[src/rtl/agu_pkg.sv]
// agu_pkg: constants and types for the data address generation unit
// assumes a 16-bit word-addressed data memory and a decoder on the same clock
`default_nettype none
package agu_pkg;
  localparam int unsigned AW = 16;
  localparam int unsigned NREG = 8;
  localparam int unsigned DISP_W = 7;
  localparam logic [AW-1:0] RST_VAL = 16'h0000;

  // ============================================================
  // addressing groups
  typedef enum logic [1:0] {
    MODE_DIRECT = 2'h0,
    MODE_GROUP_A = 2'h1,
    MODE_GROUP_B = 2'h2,
    MODE_GROUP_C = 2'h3
  } agu_mode_t;

  // ============================================================
  // post-modify selection
  typedef enum logic [3:0] {
    UPD_P3 = 4'h0,
    UPD_P2 = 4'h1,
    UPD_P1 = 4'h2,
    UPD_Z = 4'h3,
    UPD_M1 = 4'h4,
    UPD_M2 = 4'h5,
    UPD_M3 = 4'h6,
    UPD_INC0 = 4'h7,
    UPD_INC1 = 4'h8,
    UPD_BASE = 4'h9
  } agu_upd_t;

  // ============================================================
  // transfer kinds
  typedef enum logic [1:0] {
    OP_SINGLE = 2'h0,
    OP_DUAL = 2'h1,
    OP_ARITH = 2'h2
  } agu_op_t;

  localparam logic [2:0] CIRC_REG_IDX = 3'h7;
endpackage : agu_pkg
`default_nettype wire

[src/rtl/agu_step.sv]
// agu_step: post-modify step value for the selected update choice
// assumes the group legality is checked by the caller
`default_nettype none
module agu_step
  import agu_pkg::*;
(
  // selection
  input wire agu_upd_t upd,
  input wire logic [AW-1:0] inc0,
  input wire logic [AW-1:0] inc1,
  // result
  output logic [AW-1:0] step
);
  always_comb begin
    case (upd)
      UPD_P3: step = 16'h0003;
      UPD_P2: step = 16'h0002;
      UPD_P1: step = 16'h0001;
      UPD_M1: step = 16'hffff;
      UPD_M2: step = 16'hfffe;
      UPD_M3: step = 16'hfffd;
      UPD_INC0: step = inc0;
      UPD_INC1: step = inc1;
      default: step = 16'h0000;
    endcase
  end
endmodule : agu_step
`default_nettype wire

[src/rtl/agu_wrap.sv]
// agu_wrap: circular wrap of an updated pointer inside [0, modulo]
// assumes the pointer sits inside the range before the step
`default_nettype none
module agu_wrap
  import agu_pkg::*;
(
  // operands
  input wire logic [AW-1:0] ptr,
  input wire logic [AW-1:0] step,
  input wire logic [AW-1:0] modulo,
  // result
  output logic [AW-1:0] next_ptr
);
  logic [AW:0] sum;
  logic [AW:0] span;
  always_comb begin
    sum = {1'b0, ptr} + {1'b0, step};
    span = {1'b0, modulo} + 17'h00001;
    next_ptr = sum[AW-1:0];
    // zero modulo: plain linear update
    if (modulo != 16'h0000) begin
      if (step[AW-1] && (sum[AW] == 1'b0)) begin
        next_ptr = sum[AW-1:0] + span[AW-1:0];
      end else if (!step[AW-1] && (sum > {1'b0, modulo})) begin
        next_ptr = sum[AW-1:0] - span[AW-1:0];
      end
    end
  end
endmodule : agu_wrap
`default_nettype wire

[src/rtl/agu_core.sv]
// agu_core: data address generation unit of a 16-bit fixed-point processor
// assumes one processor clock; requests come from the decoder on that clock
`default_nettype none
module agu_core
  import agu_pkg::*;
(
  // clock and reset
  input wire logic REF_CLK,
  input wire logic SYS_RST,
  // request from decoder
  input wire logic REQ_VALID,
  input wire agu_mode_t MODE,
  input wire agu_op_t OP_KIND,
  input wire logic [2:0] PTR_SEL,
  input wire agu_upd_t UPD_SEL,
  input wire logic CIRC_SEL,
  input wire logic [AW-1:0] IMMEDIATE_ADDRESS,
  input wire logic [DISP_W-1:0] SHORT_DISPLACEMENT,
  // register load from the core
  input wire logic LOAD_VALID,
  input wire logic [3:0] LOAD_SEL,
  input wire logic [AW-1:0] LOAD_DATA,
  // to data memory
  output logic ADDR_VALID,
  output logic [AW-1:0] ADDR,
  output logic ADDR_ERROR,
  // pointer readback
  output logic [AW-1:0] CIRCULAR_POINTER_REG
);
  // ============================================================
  // load selectors: 0-7 pointers, then increments, base, offset, modulo
  localparam logic [3:0] LD_INC0 = 4'h8;
  localparam logic [3:0] LD_INC1 = 4'h9;
  localparam logic [3:0] LD_BASE = 4'ha;
  localparam logic [3:0] LD_OFS = 4'hb;
  localparam logic [3:0] LD_MOD = 4'hc;

  typedef struct packed {
    logic [NREG-1:0][AW-1:0] ptr;
    logic [AW-1:0] increment_reg_0;
    logic [AW-1:0] increment_reg_1;
    logic [AW-1:0] base_pointer_reg;
    logic [AW-1:0] circular_offset_reg;
    logic [AW-1:0] modulo_range_reg;
    logic addr_valid;
    logic [AW-1:0] addr;
    logic addr_error;
  } state_t;

  state_t s_q, s_d;

  // ============================================================
  // legality of a request
  function automatic logic legal(input agu_mode_t m, input agu_op_t k,
                                 input logic [2:0] p, input agu_upd_t u,
                                 input logic c);
    logic ok;
    ok = 1'b1;
    case (m)
      MODE_DIRECT: ok = (k == OP_SINGLE);
      MODE_GROUP_A: begin
        ok = (p[2] == 1'b0) && !c &&
             (u == UPD_P1 || u == UPD_Z || u == UPD_M1 || u == UPD_INC0);
      end
      MODE_GROUP_B: begin
        ok = (p >= 3'h4) && (u != UPD_INC0) && (u != UPD_BASE) &&
             (c == (p == CIRC_REG_IDX));
      end
      MODE_GROUP_C: begin
        // group c allows single register transfers only
        ok = (k == OP_SINGLE) && (u != UPD_P3);
      end
      default: ok = 1'b0;
    endcase
    return ok;
  endfunction : legal

  logic [AW-1:0] cur;
  logic [AW-1:0] step;
  logic [AW-1:0] wrapped;
  logic circ;
  logic ok;
  logic [AW-1:0] disp_ext;

  assign cur = s_q.ptr[PTR_SEL];
  assign disp_ext = {{(AW-DISP_W){SHORT_DISPLACEMENT[DISP_W-1]}},
                     SHORT_DISPLACEMENT};

  // group b pointer 7 is circular automatically
  assign circ = (MODE == MODE_GROUP_B) ? (PTR_SEL == CIRC_REG_IDX)
              : (MODE == MODE_GROUP_C) ? CIRC_SEL : 1'b0;
  assign ok = legal(MODE, OP_KIND, PTR_SEL, UPD_SEL, CIRC_SEL);

  agu_step u_step (
    .upd(UPD_SEL),
    .inc0(s_q.increment_reg_0),
    .inc1(s_q.increment_reg_1),
    .step(step)
  );

  // modulo zero falls back to linear stepping inside the wrapper
  agu_wrap u_wrap (
    .ptr(cur),
    .step(step),
    .modulo(circ ? s_q.modulo_range_reg : 16'h0000),
    .next_ptr(wrapped)
  );

  // ============================================================
  // next state
  always_comb begin
    s_d = s_q;
    s_d.addr_valid = 1'b0;
    s_d.addr_error = 1'b0;
    if (LOAD_VALID) begin
      if (LOAD_SEL[3] == 1'b0) begin
        s_d.ptr[LOAD_SEL[2:0]] = LOAD_DATA;
      end else if (LOAD_SEL == LD_INC0) begin
        s_d.increment_reg_0 = LOAD_DATA;
      end else if (LOAD_SEL == LD_INC1) begin
        s_d.increment_reg_1 = LOAD_DATA;
      end else if (LOAD_SEL == LD_BASE) begin
        s_d.base_pointer_reg = LOAD_DATA;
      end else if (LOAD_SEL == LD_OFS) begin
        s_d.circular_offset_reg = LOAD_DATA;
      end else if (LOAD_SEL == LD_MOD) begin
        s_d.modulo_range_reg = LOAD_DATA;
      end
    end
    if (REQ_VALID) begin
      if (!ok) begin
        // illegal combination: flag it, touch no pointer
        s_d.addr_error = 1'b1;
      end else begin
        s_d.addr_valid = 1'b1;
        case (MODE)
          MODE_DIRECT: s_d.addr = IMMEDIATE_ADDRESS;
          default: begin
            if (MODE == MODE_GROUP_C && UPD_SEL == UPD_BASE) begin
              s_d.addr = s_q.base_pointer_reg + disp_ext;
            end else begin
              // pre-update value out, word steps back in
              s_d.addr = circ ? (s_q.circular_offset_reg + cur)
                              : cur;
              s_d.ptr[PTR_SEL] = wrapped;
            end
          end
        endcase
      end
    end
  end

  always_ff @(posedge REF_CLK or posedge SYS_RST) begin
    if (SYS_RST) begin
      s_q <= '0;
    end else begin
      s_q <= s_d;
    end
  end

  assign ADDR_VALID = s_q.addr_valid;
  assign ADDR = s_q.addr;
  assign ADDR_ERROR = s_q.addr_error;
  assign CIRCULAR_POINTER_REG = s_q.ptr[CIRC_REG_IDX];

  // ============================================================
  // assertions
  property p_direct;
    @(posedge REF_CLK) disable iff (SYS_RST)
    (REQ_VALID && MODE == MODE_DIRECT && OP_KIND == OP_SINGLE && !LOAD_VALID)
      |=> (ADDR_VALID && ADDR == $past(IMMEDIATE_ADDRESS)
           && s_q.ptr == $past(s_q.ptr));
  endproperty
  a_direct: assert property (p_direct) else $error("direct addr wrong");

  property p_group_a_nocirc;
    @(posedge REF_CLK) disable iff (SYS_RST)
    (REQ_VALID && MODE == MODE_GROUP_A && ok) |=> (ADDR == $past(cur));
  endproperty
  a_group_a_nocirc: assert property (p_group_a_nocirc)
    else $error("group a address not pointer");

  property p_group_a_bad;
    @(posedge REF_CLK) disable iff (SYS_RST)
    (REQ_VALID && MODE == MODE_GROUP_A && PTR_SEL[2]) |=> ADDR_ERROR;
  endproperty
  a_group_a_bad: assert property (p_group_a_bad)
    else $error("group a high pointer accepted");

  property p_inc_step;
    @(posedge REF_CLK) disable iff (SYS_RST)
    (REQ_VALID && ok && !circ && MODE != MODE_DIRECT && !LOAD_VALID
     && UPD_SEL == UPD_P1)
      |=> (s_q.ptr[$past(PTR_SEL)] == $past(cur) + 16'h0001);
  endproperty
  a_inc_step: assert property (p_inc_step)
    else $error("word step wrong");

  property p_circ_addr;
    @(posedge REF_CLK) disable iff (SYS_RST)
    (REQ_VALID && ok && MODE == MODE_GROUP_B && PTR_SEL == CIRC_REG_IDX)
      |=> (ADDR == $past(s_q.circular_offset_reg) + $past(cur));
  endproperty
  a_circ_addr: assert property (p_circ_addr)
    else $error("circular address wrong");

  property p_b_noncirc_err;
    @(posedge REF_CLK) disable iff (SYS_RST)
    (REQ_VALID && MODE == MODE_GROUP_B && PTR_SEL == CIRC_REG_IDX && !CIRC_SEL)
      |=> ADDR_ERROR;
  endproperty
  a_b_noncirc_err: assert property (p_b_noncirc_err)
    else $error("pointer 7 linear in group b");

  property p_zero_mod;
    @(posedge REF_CLK) disable iff (SYS_RST)
    (REQ_VALID && ok && circ && s_q.modulo_range_reg == 16'h0000
     && s_q.circular_offset_reg == 16'h0000 && !LOAD_VALID
     && UPD_SEL != UPD_BASE)
      |=> (ADDR == $past(cur)
           && s_q.ptr[$past(PTR_SEL)] == $past(cur) + $past(step));
  endproperty
  a_zero_mod: assert property (p_zero_mod)
    else $error("zero modulo not linear");

  property p_base;
    @(posedge REF_CLK) disable iff (SYS_RST)
    (REQ_VALID && ok && MODE == MODE_GROUP_C && UPD_SEL == UPD_BASE
     && !LOAD_VALID)
      |=> (ADDR == $past(s_q.base_pointer_reg) + $past(disp_ext)
           && s_q.ptr == $past(s_q.ptr));
  endproperty
  a_base: assert property (p_base) else $error("base form wrong");

  property p_wrap;
    @(posedge REF_CLK) disable iff (SYS_RST)
    (REQ_VALID && ok && circ && UPD_SEL != UPD_INC0 && UPD_SEL != UPD_INC1
     && cur <= s_q.modulo_range_reg && !LOAD_VALID
     && s_q.modulo_range_reg != 16'h0000)
      |=> (s_q.ptr[$past(PTR_SEL)] <= $past(s_q.modulo_range_reg));
  endproperty
  a_wrap: assert property (p_wrap) else $error("wrap escaped range");

  property p_group_b_addr;
    @(posedge REF_CLK) disable iff (SYS_RST)
    (REQ_VALID && ok && MODE == MODE_GROUP_B && PTR_SEL != CIRC_REG_IDX)
      |=> (ADDR == $past(cur));
  endproperty
  a_group_b_addr: assert property (p_group_b_addr)
    else $error("group b address not pointer");

  // a refused request must leave every pointer where it was
  property p_refused_hold;
    @(posedge REF_CLK) disable iff (SYS_RST)
    (REQ_VALID && !ok && !LOAD_VALID)
      |=> (ADDR_ERROR && !ADDR_VALID && s_q.ptr == $past(s_q.ptr));
  endproperty
  a_refused_hold: assert property (p_refused_hold)
    else $error("refused request changed state");

  property p_c_circ_addr;
    @(posedge REF_CLK) disable iff (SYS_RST)
    (REQ_VALID && ok && MODE == MODE_GROUP_C && CIRC_SEL
     && UPD_SEL != UPD_BASE)
      |=> (ADDR == $past(s_q.circular_offset_reg) + $past(cur));
  endproperty
  a_c_circ_addr: assert property (p_c_circ_addr)
    else $error("group c circular address wrong");

  property p_inc1_step;
    @(posedge REF_CLK) disable iff (SYS_RST)
    (REQ_VALID && ok && !circ && MODE != MODE_DIRECT
     && UPD_SEL == UPD_INC1 && !LOAD_VALID)
      |=> (s_q.ptr[$past(PTR_SEL)]
           == $past(cur) + $past(s_q.increment_reg_1));
  endproperty
  a_inc1_step: assert property (p_inc1_step)
    else $error("increment update wrong");

  // a request in the same cycle would own the pointer, so leave it out
  property p_load_ptr;
    @(posedge REF_CLK) disable iff (SYS_RST)
    (LOAD_VALID && LOAD_SEL == {1'b0, CIRC_REG_IDX} && !REQ_VALID)
      |=> (CIRCULAR_POINTER_REG == $past(LOAD_DATA));
  endproperty
  a_load_ptr: assert property (p_load_ptr)
    else $error("pointer load lost");

  c_direct: cover property (@(posedge REF_CLK)
    REQ_VALID && MODE == MODE_DIRECT);
  c_circ: cover property (@(posedge REF_CLK)
    REQ_VALID && ok && circ && s_q.modulo_range_reg != 16'h0000);
  c_base: cover property (@(posedge REF_CLK)
    REQ_VALID && ok && UPD_SEL == UPD_BASE);
  c_err: cover property (@(posedge REF_CLK) ADDR_ERROR);
  c_wrap: cover property (@(posedge REF_CLK)
    REQ_VALID && ok && circ && UPD_SEL == UPD_M1
    && s_q.modulo_range_reg != 16'h0000);
endmodule : agu_core
`default_nettype wire

[config.mk]
export PLATFORM = sky130hd
export DESIGN_NAME = agu_core
export DESIGN_NICKNAME = d
export VERILOG_FILES = /design/src/rtl/agu_pkg.sv /design/src/rtl/agu_step.sv /design/src/rtl/agu_wrap.sv /design/src/rtl/agu_core.sv
export SDC_FILE = /design/constraint.sdc
export NUM_CORES = 1
export LEC_CHECK = 0
export BUFFER_PORTS_ARGS = -buffer_cell sky130_fd_sc_hd__buf_2
export CAP_MARGIN = 20
export CORE_MARGIN = 4
export CORE_UTILIZATION = 35
export DETAILED_ROUTE_END_ITERATION = 16
export GPL_TIMING_DRIVEN = 1
export MAX_ROUTING_LAYER = met4
export PLACE_DENSITY = 0.51
export SETUP_SLACK_MARGIN = 0.05
export SYNTH_ARGS = -nofsm -noshare
export SYNTH_HDL_FRONTEND = slang
export SYNTH_SLANG_ARGS = --single-unit
[constraint.sdc]
create_clock -name REF_CLK -period 13.6 [get_ports REF_CLK]
set_input_delay 1.36 -clock REF_CLK [delete_from_list [all_inputs] [get_ports REF_CLK]]
set_output_delay 1.36 -clock REF_CLK [all_outputs]
set_load 0.005 [all_outputs]
Yosys cells after proc, flatten, opt, wreduce, memory -nomap -nowiden
Index checks and enable logic that the tools add are counted.

Flip-flop bits (word level): 226. Word-level logic and storage cells: 120.

Add/subtract/negate cells: 6. Magnitude comparators: 6. Equal/unequal tests: 21. Muxes and demuxes: 38. Bitwise gates (word level): 6. Reductions and logical operators: 27.

Operator list (count): 128-bit two-way mux (5); 128-bit bitwise mux (2); 16-bit two-way mux (16); 208-bit two-way mux (1); 16-bit one-hot mux with 8 select lines (1); 16-bit demux with 3-bit select (2); 80-bit two-way mux (1); 64-bit two-way mux (1); 16-bit adder (3); 16-bit binary-select mux with 3-bit select (1); 48-bit two-way mux (1); 32-bit two-way mux (1); 4-bit equality test (second input constant) (7); 18-bit two-way mux (1); 16-bit by 16-bit adder with 17-bit output (1); 17-bit by 16-bit greater-than comparator with 1-bit output (1); 17-bit two-way mux (1); 16-bit by 1-bit adder with 16-bit output (second input constant) (1); 4-bit by 3-bit equality test with 1-bit output (second input constant) (4); 16-bit nonzero test (1); 16-bit subtractor (1); 1-bit logical AND (11); 4-bit by 2-bit equality test with 1-bit output (second input constant) (2); 3-bit by 4-bit less-than comparator with 1-bit output (second input constant) (2); 23 further kinds (36).

Depth between registers and ports, before layout
Gate-level depths: netlist (run 1).

Word-level depth: 14. Depth in mapped cells: 26.

By module
From an unflattened synthesis (run 1), not the netlist that was laid out.

Cells, all modules: 1740. Area total of the unflattened synthesis: 16458.3 µm².

Modules (own cells, without submodules): agu_core (times used 1, cells each 1240, area each 12978.7 µm², seq. area each 5655.4 µm²); agu_wrap (times used 1, cells each 442, area each 3155.5 µm², seq. area each 0.0 µm²); agu_step (times used 1, cells each 58, area each 324.1 µm², seq. area each 0.0 µm²).

Worst setup path after synthesis (run 1)
OpenSTA, ideal clock, no wires.

Kind: input to register. Start: input PTR_SEL[0]. End: register s_q[113] (netlist bit). Setup time: 137 ps. Arrival time: 6492 ps. Required time: 13463 ps. Setup slack: 6971 ps. Cell stages on the path: 23. Buffers on the path: 4. Cells stage by stage: buf_2 > buf_2 > buf_2 > mux2_2 > ha_1 > fa_1 > a211oi_1 > o21ai_0 > a21oi_1 > o21bai_1 > a21oi_1 > xnor2_1 > ha_1 > clkbuf_1 > nor4_1 > nand2_1 > nor3_1 > o31ai_1 > a21oi_1 > o21ai_0 > and3_4 > o32ai_4 > o21ai_0.

RTL lines: from (decl) (RTL line agu_core.sv:14) `input wire logic [2:0] PTR_SEL,`; to (signal assigned) (RTL line agu_core.sv:155) `s_q <= '0;`; to (signal assigned) (RTL line agu_core.sv:157) `s_q <= s_d;`; to (decl) (RTL line agu_core.sv:50) `state_t s_q, s_d;`.

==> run metrics, run 1 <==
R2R Setup Slk=7.33 ns; DRT iter0 DRCs=1058; Post-CTS Setup Bufs=0; most frequent cell after synthesis=dfrtp_1; Final GP Congestion=0.9112; Syn Nets=1895; slowest CP cell=o22ai_1; initial antenna violation count=2; Static Leak=8.032 nW; Hold WC Path Type=flip-flop to flip-flop; I/O pin count=93; post-cts sizing count=0; first-pass GRT wire length=82120 um; Tmin final=7.357 ns; CP Class=input port to flip-flop; Via Count=13490; Synth Register Bits=226; Starting Density=0.3548; crit path launch type=input port; crit end category=flip-flop; Hold-fix buffers, CTS=0; Worst-Margin Slew=0.9871 ns; CP Depth=21; Post-synth EDFFs=0; P&R area growth vs syn=10.52%; VDD IR max=0.00009582 V; final net count=1915; hold slack final=0.4740 ns; Fin Setup TNS=0 ns; max-cap viol count=0; Final Setup Violations=0; Yosys warnings=0; worst reg2reg path depth=19; Top FF cell, synth=dfrtp_1; Rows=79; post-synthesis sequential area ratio=0.3424; Critical Path Start=PTR_SEL[1]; largest net degree at the start of global routing=106; commonest cells in the netlist=dfrtp_1 (226), nand2_1 (159), mux2_2 (157); Synth area leaders=dfrtp_1 (34%), mux2_2 (11%), ha_1 (7.2%), mux2i_1 (4.7%), mux4_2 (4.4%); CTS tree=yes; Routed Antenna Nets=0; dpl hpwl=38190 um; clock root cell=clkbuf_16; Reg2Reg Launch Point=CIRCULAR_POINTER_REG[0]; final clock skew=0.02488 ns; cells along the critical path=buf_2 -> buf_4 -> mux4_2 -> mux2_2 -> ha_1 -> fa_1 -> a211oi_1 -> o21ai_0 -> a31o_2 -> a311o_1 -> a21oi_1 -> xnor2_1 -> ha_1 -> nand3_1 -> nor4_1 -> a211oi_1 -> a22oi_2 -> buf_4 -> a21oi_2 -> o22ai_1 -> o21ai_0; drt pass-1 iters=5; H-tree depth=1; core area=0.04656 mm2; clock slew at reported path FFs=0.06 ns; gr usage total=0.2138; Chip Width=225.2 um; Mean Syn Cell Area=9.514 um2; Syn Inst Count=1736; PD cells=199.3 mW/mm2; Worst setup endpoint=s_q[117]; via/cell ratio=5.656; Die ar.=0.05073 mm2; reg2reg end=s_q[117]; worst-path maximum fanout=40; CP required=14.00 ns; top cell family by delay on the critical path=compound AO/OA/AOI/OAI gates; CP max stage delay=0.69 ns; dpl cell area=0.01737 mm2; RSZ-0062 raised after global routing=no; synthesized area=0.01652 mm2; Worst-Skew Late Latency=0.57 ns; share of layout cells above drive strength 1=0.2217; Period Utilization, post-route=0.5409; status=finished clean; f_max=135.9 MHz; total CTS buffers=28; Worst EP arrival=7.75 ns; Fin. Hold Viols=0; Yosys cell types=83; WP buf/inv=3; async set or reset register ratio after synthesis=1.000; largest area contributor in the netlist=dfrtp_1; Slew Limit Fails=0; IO Port Bufs=92; fin area=0.01825 mm2; # clock sinks=226; GRT overflow=0; DR DRC count=0; die span in y=225.2 um; Clock Tree Buf Depth=3; vias in the first global route=13040; WL per Instance=22.69 um; Yosys top cell area share=0.3424; Worst slew margin=0.3404; Routed WL=54120 um; Design Power=3.637 mW
[state kept, by name (all words and copies together) (netlist names)]
signal	count
ADDR_VALID	1
ADDR_ERROR	1
CIRCULAR_POINTER_REG	16
s_q	192
ADDR	16
[worst min-delay path by stage]
stage	cells past startpoint	to	from	slack [ns]
final	2	ADDR[11]	ADDR[11]	0.47
after global routing	2	ADDR[12]	ADDR[12]	0.49
after CTS	2	ADDR[11]	ADDR[11]	0.48
after detailed placement	2	ADDR[11]	ADDR[11]	0.46
after global placement	2	ADDR[5]	ADDR[5]	0.46
after floorplan	2	ADDR[11]	ADDR[11]	0.45
[layout by cell type, fill, tap and decap left out, types with 23 or more instances in the layout]
cell type,synthesis,routed
dfrtp_1,226,226
buf_2,16,92
ha_1,95,95
nor3_1,30,29
o21a_1,23,23
nor2_1,114,111
buf_4,36,31
mux2_2,157,157
inv_1,57,56
mux4_2,32,32
nand3_1,27,27
a21oi_1,126,126
xnor2_1,40,40
mux2i_1,77,77
clkbuf_16,0,28
a21o_1,25,25
nand2_1,159,159
o21ai_0,141,140
[power by group]
part / switching, mW / internal [mW] / leakage (nW)
registers: 0.125 / 0.872 / 2.76
clock network: 0.311 / 0.416 / 0.441
logic: 1.13 / 0.781 / 4.83
[per-layer routing]
layer,track usage,vias to the layer above,part of all wire
met5,-,-,0
met4,0.04400,0,0.021
met3,0.02110,69,0.047
met2,0.3446,404,0.47
met1,0.2962,6686,0.47
li1,-,6331,-
[through the flow]
| stage | cells | setup slack, ns | utilization |
|---|---|---|---|
| 2_1_floorplan | 1736 | 6.049 | - |
| 3_3_place_gp | 2333 | 5.942 | 0.3730 |
| 3_5_place_dp | 2333 | 5.868 | 0.3730 |
| 4_1_cts | 2384 | 6.407 | 0.3920 |
| 5_1_grt | 2385 | 5.864 | 0.3921 |
| 6_report | 2385 | 6.243 | 0.3921 |
[kinds of logic (layout without fill, tap and decap cells)]
kind of cell / Yosys count / after routing / share of synthesized area
AOI/OAI and AO/OA: 467 / 467 / 0.1782
xor gates and xnor gates: 55 / 55 / 0.02917
adders and majority gates: 100 / 100 / 0.07803
buffers and inverters: 192 / 233 / 0.05318
DFF: 226 / 226 / 0.3424
muxes: 266 / 266 / 0.1973
other: 0 / 1 / 0
and+or+nand+nor: 430 / 430 / 0.1217
[cell type report]
class	count	area (um2)
Antenna cell	1	2.502
Clock inverter	10	63.81
Fill cell	4675	28300
Sequential cell	226	5655
Tap cell	607	759.5
Timing Repair Buffer	123	693.2
Inverter	59	229.0
Clock buffer	41	819.5
Multi-Input combinational cell	1318	10030
[worst min-delay path, cell delays in order, from the launching register on]
cell	delay, ns
dfrtp_1	0.34
nand2_1	0.05
o31ai_1	0.05
Power figures use the tool's default switching activity.
==> inputs of run 2 (changes only) <==
- ABC_AREA: not set -> 1
- PLACE_DENSITY: 0.51 -> 0.52
- clock period: 13.6 -> 6.4 ns (I/O delays scaled with it)
==> run 2 against run 1 <==
Sequential share of layout area is 0.91 points lower. Die area is 1.5% higher. Total power is 88% higher. Core utilization is 0.85 points higher. First-iteration DRC count is 46% higher. Clock power is 130% higher. Sequential cell count stayed put. Via count is 22% higher. Wire length is 18% higher. Register-to-register slack worse by 6.1 ns. Area after synthesis is 1.6% higher.
==> run metrics, run 2 <==
Worst-Margin Slew=1.082 ns (+0.09520 ns); max-cap viol count=0 (unchanged); Die ar.=0.05149 mm2 (+1.5%); clock root cell=clkbuf_16; Fin. Hold Viols=0 (unchanged); Clock Tree Buf Depth=3 (unchanged); Fin Setup TNS=0 ns (unchanged); CP Class=input port to flip-flop; Syn Inst Count=2351 (+35%); gr usage total=0.2514 (+0.03765); final clock skew=0.02521 ns (+0.0003279 ns); IO Port Bufs=92 (unchanged); DR DRC count=0 (unchanged); total CTS buffers=28 (unchanged); WL per Instance=21.23 um (-6.4%); P&R area growth vs syn=12.11%; dpl hpwl=45560 um (+19%); H-tree depth=1 (unchanged); Hold-fix buffers, CTS=0 (unchanged); # clock sinks=226 (unchanged); Hold WC Path Type=input port to async pin; Synth area leaders=dfrtp_1 (34%), nand2_1 (13%), o21ai_0 (8.6%), ha_1 (7.1%), inv_1 (5.3%); share of layout cells above drive strength 1=0.1179 (-0.1039); Tmin final=5.301 ns; Period Utilization, post-route=0.8283; Top FF cell, synth=dfrtp_1; first-pass GRT wire length=96020 um (+17%); Yosys warnings=0 (unchanged); R2R Setup Slk=1.27 ns (-6.06 ns); drt pass-1 iters=6 (+1); Chip Width=226.9 um (+0.75%); slowest CP cell=xor2_1; Crit path top cell by count=nand2_1; clock slew at reported path FFs=0.06 ns (about the same); commonest cells after routing, fill and taps aside=nand2_1 (581), o21ai_0 (289), inv_1 (236), dfrtp_1 (226), nor2_1 (157); CP required=6.85 ns (-7.15 ns); synthesized area=0.01677 mm2 (+1.6%); Synth Register Bits=226 (unchanged); Fillers=4916 (+5.2%); Static Leak=9.162 nW (+14%); vias in the first global route=15340 (+18%); Yosys top cell area share=0.3372 (-0.005262); crit path launch type=input port; I/O pin count=93 (unchanged); Routed Antenna Nets=0 (unchanged); hold slack final=0.2092 ns (-0.2648 ns); Starting Density=0.3573 (+0.002502); Biggest register=s_q; Worst-Skew Late Latency=0.57 ns (about the same); fin area=0.01881 mm2 (+3.0%); commonest non-fill, non-tap cell in the layout=nand2_1; GRT overflow=0 (unchanged); f_max=188.6 MHz; post-cts sizing count=0 (unchanged); DRT iter0 DRCs=1548 (+46%); PD cells=362.8 mW/mm2 (+82%); CTS tree=yes; Final GP Congestion=0.9324 (+2.3%); Final Setup Violations=0 (unchanged); Worst EP arrival=5.75 ns (-2.00 ns); status=finished clean; largest area contributor in the netlist=dfrtp_1; Post-synth EDFFs=0 (unchanged); core area=0.04695 mm2 (+0.85%); post-synthesis sequential area ratio=0.3372 (-0.005262); RSZ-0062 raised after global routing=no; initial antenna violation count=2 (unchanged); worst-path maximum fanout=18 (-55%); die span in y=226.9 um (+0.75%); Slew Limit Fails=0 (unchanged); Yosys cell types=59 (-29%); VDD IR max=0.0002051 V (+110%); Rows=79 (unchanged); via/cell ratio=5.451 (-3.6%); dpl cell area=0.01778 mm2 (+2.4%); commonest cells in the netlist=nand2_1 (581), o21ai_0 (289), inv_1 (237); most frequent cell after synthesis=nand2_1; async set or reset register ratio after synthesis=1.000 (unchanged); Post-CTS Setup Bufs=0 (unchanged); Worst slew margin=0.2785 (-0.06187); largest net degree at the start of global routing=156 (+47%); Mean Syn Cell Area=7.135 um2 (-25%); max reg flops=192 (unchanged); final net count=2538 (+33%); Syn Nets=2510 (+32%); Routed WL=63920 um (+18%); CP max stage delay=0.57 ns (-0.12 ns); crit end category=flip-flop; Via Count=16410 (+22%)
[run 2: changes by cell type after synthesis, sizes merged, moves of 29 or more]
cell,previous run,this run
nand2,159,598
inv,59,242
o21ai,147,313
mux2,157,0
o211ai,6,96
mux2i,77,2
nand3,28,98
nor2,114,173
clkbuf,74,108
a21oi,127,159
mux4,32,0
xnor2,40,11
[run 2: critical path, delay by kind of cell]
family | cells | cell delay [ns]
adder cells (fa/ha/maj) | 3 | 0.91
XOR/XNOR | 1 | 0.57
AND/OR/NAND/NOR | 18 | 1.66
buffers and inverters | 6 | 0.97
AO/OA/AOI/OAI | 6 | 0.96
[run 2: final cells by class]
cell class                 instances  area (um2)  area share
multi-input combinational       1724        9472      0.5037
inverter                         244       924.6     0.04917
sequential                       226        5655      0.3007
clock buffer                      43       838.3     0.04458
clock inverter                     9       120.1    0.006387
tap                              607       759.5     0.04039
timing repair buffer             155        1031     0.05482
antenna                            2       5.005   0.0002661
[run 2: kinds of logic after synthesis]
| family | synth area share |
|---|---|
| AND/OR/NAND/NOR | 0.2321 |
| AO/OA/AOI/OAI | 0.2270 |
| buffers and inverters | 0.09966 |
| flip-flops | 0.3372 |
| adder cells (fa/ha/maj) | 0.07683 |
| XOR/XNOR | 0.02611 |
| multiplexers | 0.001194 |
[run 2: through the flow]
stage / power [mW] / std cells / setup WS [ns] / utilization
after floorplan: 4.167 / 2351 / 1.528 / -
after global placement: 5.101 / 2952 / 0.5633 / 0.3784
after detailed placement: 5.121 / 2953 / 0.5667 / 0.3786
after CTS: 6.825 / 3005 / 1.145 / 0.3990
after global routing: 7.322 / 3009 / 0.6124 / 0.4005
final: 6.823 / 3010 / 1.099 / 0.4005
[run 2: power breakdown]
group | leakage, nW | internal (mW) | switching (mW) | total, mW
Sequential | 2.75 | 1.82 | 0.255 | 2.07
Combinational | 5.93 | 1.06 | 2.02 | 3.07
Clock | 0.476 | 1.02 | 0.661 | 1.68
[run 2: per-layer routing]
layer  up-vias  track usage  routed length (um)
met1      7891       0.3577               29780
met2       584       0.3761               28060
met4         0      0.06108                1672
met5         -            -                   0
met3        79      0.04039                4406
li1       7854            -                   -
[run 2: path summary, 6_finish.rpt]
kind                                    startpoint                        to  cells past startpoint
hold reg to reg                            ADDR[7]                   ADDR[7]                      2
max in group asynchronous                  SYS_RST                   s_q[32]                      3
setup reg to reg           CIRCULAR_POINTER_REG[8]                  s_q[203]                     26
setup / recovery                        PTR_SEL[2]                  s_q[203]                     34
hold / removal                             SYS_RST  CIRCULAR_POINTER_REG[15]                      3
min in group REF_CLK                     REQ_VALID                ADDR_ERROR                      3
==> inputs of run 3 (changes only) <==
- PLACE_DENSITY: 0.52 -> 0.51
- clock period: 6.4 -> 5.5 ns (I/O delays scaled with it)
==> run 3 against run 2 <==
Clock skew is 0.0082 ns higher. Sequential share of layout area down 0.99 points. Critical path depth unchanged. Total power increased by 19%. Core utilization increased by 1.4 points. Sequential power increased by 16%. Global-route usage is 0.60 points higher. Final cell count increased by 3.1%. Sequential cell count is the same. Wire length up 1.4%. Largest cell class unchanged.
==> run metrics, run 3 (synthesized netlist as in run 2, its figures left out) <==
DR DRC count=0 (unchanged); crit path launch type=input port; WL per Instance=20.89 um (-1.6%); PD cells=417.6 mW/mm2 (+15%); CP required=5.92 ns (-0.93 ns); Biggest register=s_q; Clock Tree Buf Depth=3 (unchanged); commonest cells after routing, fill and taps aside=nand2_1 (580), o21ai_0 (289), inv_1 (236), dfrtp_1 (226), nor2_1 (157); max-cap viol count=0 (unchanged); Design Power=8.120 mW (+19%); Worst-Margin Slew=1.003 ns (-0.07926 ns); crit end category=flip-flop; Final Setup Violations=0 (unchanged); # clock sinks=226 (unchanged); I/O pin count=93 (unchanged); Slew Limit Fails=0 (unchanged); P&R area growth vs syn=15.93%; worst-path maximum fanout=11 (-7); clock slew at reported path FFs=0.06 ns (about the same); initial antenna violation count=5 (+3); Static Leak=9.573 nW (+4.5%); vias in the first global route=15890 (+3.6%); Worst-Skew Late Latency=0.57 ns (about the same); Final Non-Filler Cells=3102 (+3.1%); VDD IR max=0.0002362 V (+15%); Period Utilization, post-route=0.9125; Via Count=16500 (+0.55%); pre-CTS setup slack=-0.08976 ns (-0.6565 ns); Crit path top cell by count=inv_1; DRT iter0 DRCs=1559 (+0.71%); core area=0.04695 mm2 (unchanged); clock root cell=clkbuf_16; largest net degree at the start of global routing=155 (-0.64%); Worst slew margin=0.3306 (+0.05210); top cell family by delay on the critical path=buffers and inverters; Worst EP arrival=5.44 ns (-0.31 ns); final clock skew=0.03338 ns (+0.008176 ns); CP Class=input port to flip-flop; f_max=199.3 MHz; via/cell ratio=5.319 (-2.4%); worst setup margin=0.4812 ns (-0.6178 ns); max reg flops=192 (unchanged); Chip Width=226.9 um (unchanged); Placed Instances=3047 (+3.2%); Starting Density=0.3573 (unchanged); Rows=79 (unchanged); fin area=0.01945 mm2 (+3.4%); Post-CTS Setup Bufs=0 (unchanged); Die ar.=0.05149 mm2 (unchanged); first-pass GRT wire length=98740 um (+2.8%); final net count=2629 (+3.6%); share of layout cells above drive strength 1=0.1525 (+0.03468); slowest CP cell=ha_1; WP buf/inv=13 (+7); Fin. Hold Viols=0 (unchanged); Tmin final=5.019 ns; Hold WC Path Type=input port to async pin; total CTS buffers=27 (-3.6%); CP max stage delay=0.41 ns (-0.16 ns); Routed WL=64800 um (+1.4%); RSZ-0062 raised after global routing=no; dpl hpwl=47280 um (+3.8%); GRT overflow=0 (unchanged); dpl cell area=0.01853 mm2 (+4.2%); commonest non-fill, non-tap cell in the layout=nand2_1; IO Port Bufs=92 (unchanged); gr usage total=0.2575 (+0.006037); Routed Antenna Nets=0 (unchanged); Final GP Congestion=0.9495 (+1.8%); H-tree depth=1 (unchanged); status=finished clean; drt pass-1 iters=5 (-1); die span in y=226.9 um (unchanged); CTS tree=yes
run 3: repair_timing:
item | CTS | global route
hold buffers | 0 | 0
endpoints found under the setup margin | 0 | 28
gates resized for setup | 0 | 3
run 3: metrics by stage:
stage	TNS [ns]	hold slack (ns)	util
finish	0	0.004326	0.4142
global route	0	0.03652	0.4141
CTS	0	0.003745	0.4130
detailed placement	-1.507	0.4623	0.3946
global placement	-1.308	0.4608	0.3946
floorplan	0	0.4479	-
run 3: layout make-up:
cell class	count	area, um2
Fill cell	4946	27510
Multi-Input combinational cell	1724	9489
Sequential cell	226	5655
Timing Repair Buffer	247	1744
Inverter	244	924.6
Clock buffer	38	787.0
Tap cell	607	759.5
Clock inverter	12	76.32
Antenna cell	4	10.01
run 3: worst register-to-register path: cells and delay by family, from the launching register on:
family | cells | cell delay (ns)
DFF | 1 | 0.36
and+or+nand+nor | 18 | 1.87
AOI/OAI and AO/OA | 4 | 0.80
buffers and inverters | 5 | 0.64
adders and majority gates | 3 | 1.03
run 3: layer usage:
metal / track usage / share of wire
met5: - / 0
met1: 0.3598 / 0.46
met2: 0.4048 / 0.45
met3: 0.03068 / 0.059
met4: 0.05460 / 0.024
run 3: final timing paths:
| check | from | to | cells past startpoint | slack (ns) |
|---|---|---|---|---|
| max | PTR_SEL[2] | s_q[193] | 34 | 0.48 |
| min | SYS_RST | s_q[104] | 2 | 0.004 |
| max reg2reg | s_q[194] | s_q[109] | 30 | 0.67 |
| min reg2reg | ADDR[7] | ADDR[7] | 2 | 0.47 |
| max in group asynchronous | SYS_RST | s_q[60] | 3 | 4.20 |
| min in group REF_CLK | REQ_VALID | ADDR_ERROR | 3 | 0.23 |
run 3: power by group:
group,total [mW],internal [mW],switching [mW]
Combinational,3.95,1.53,2.42
Clock,1.77,0.999,0.767
Sequential,2.41,2.11,0.296
Total,8.12,4.64,3.48
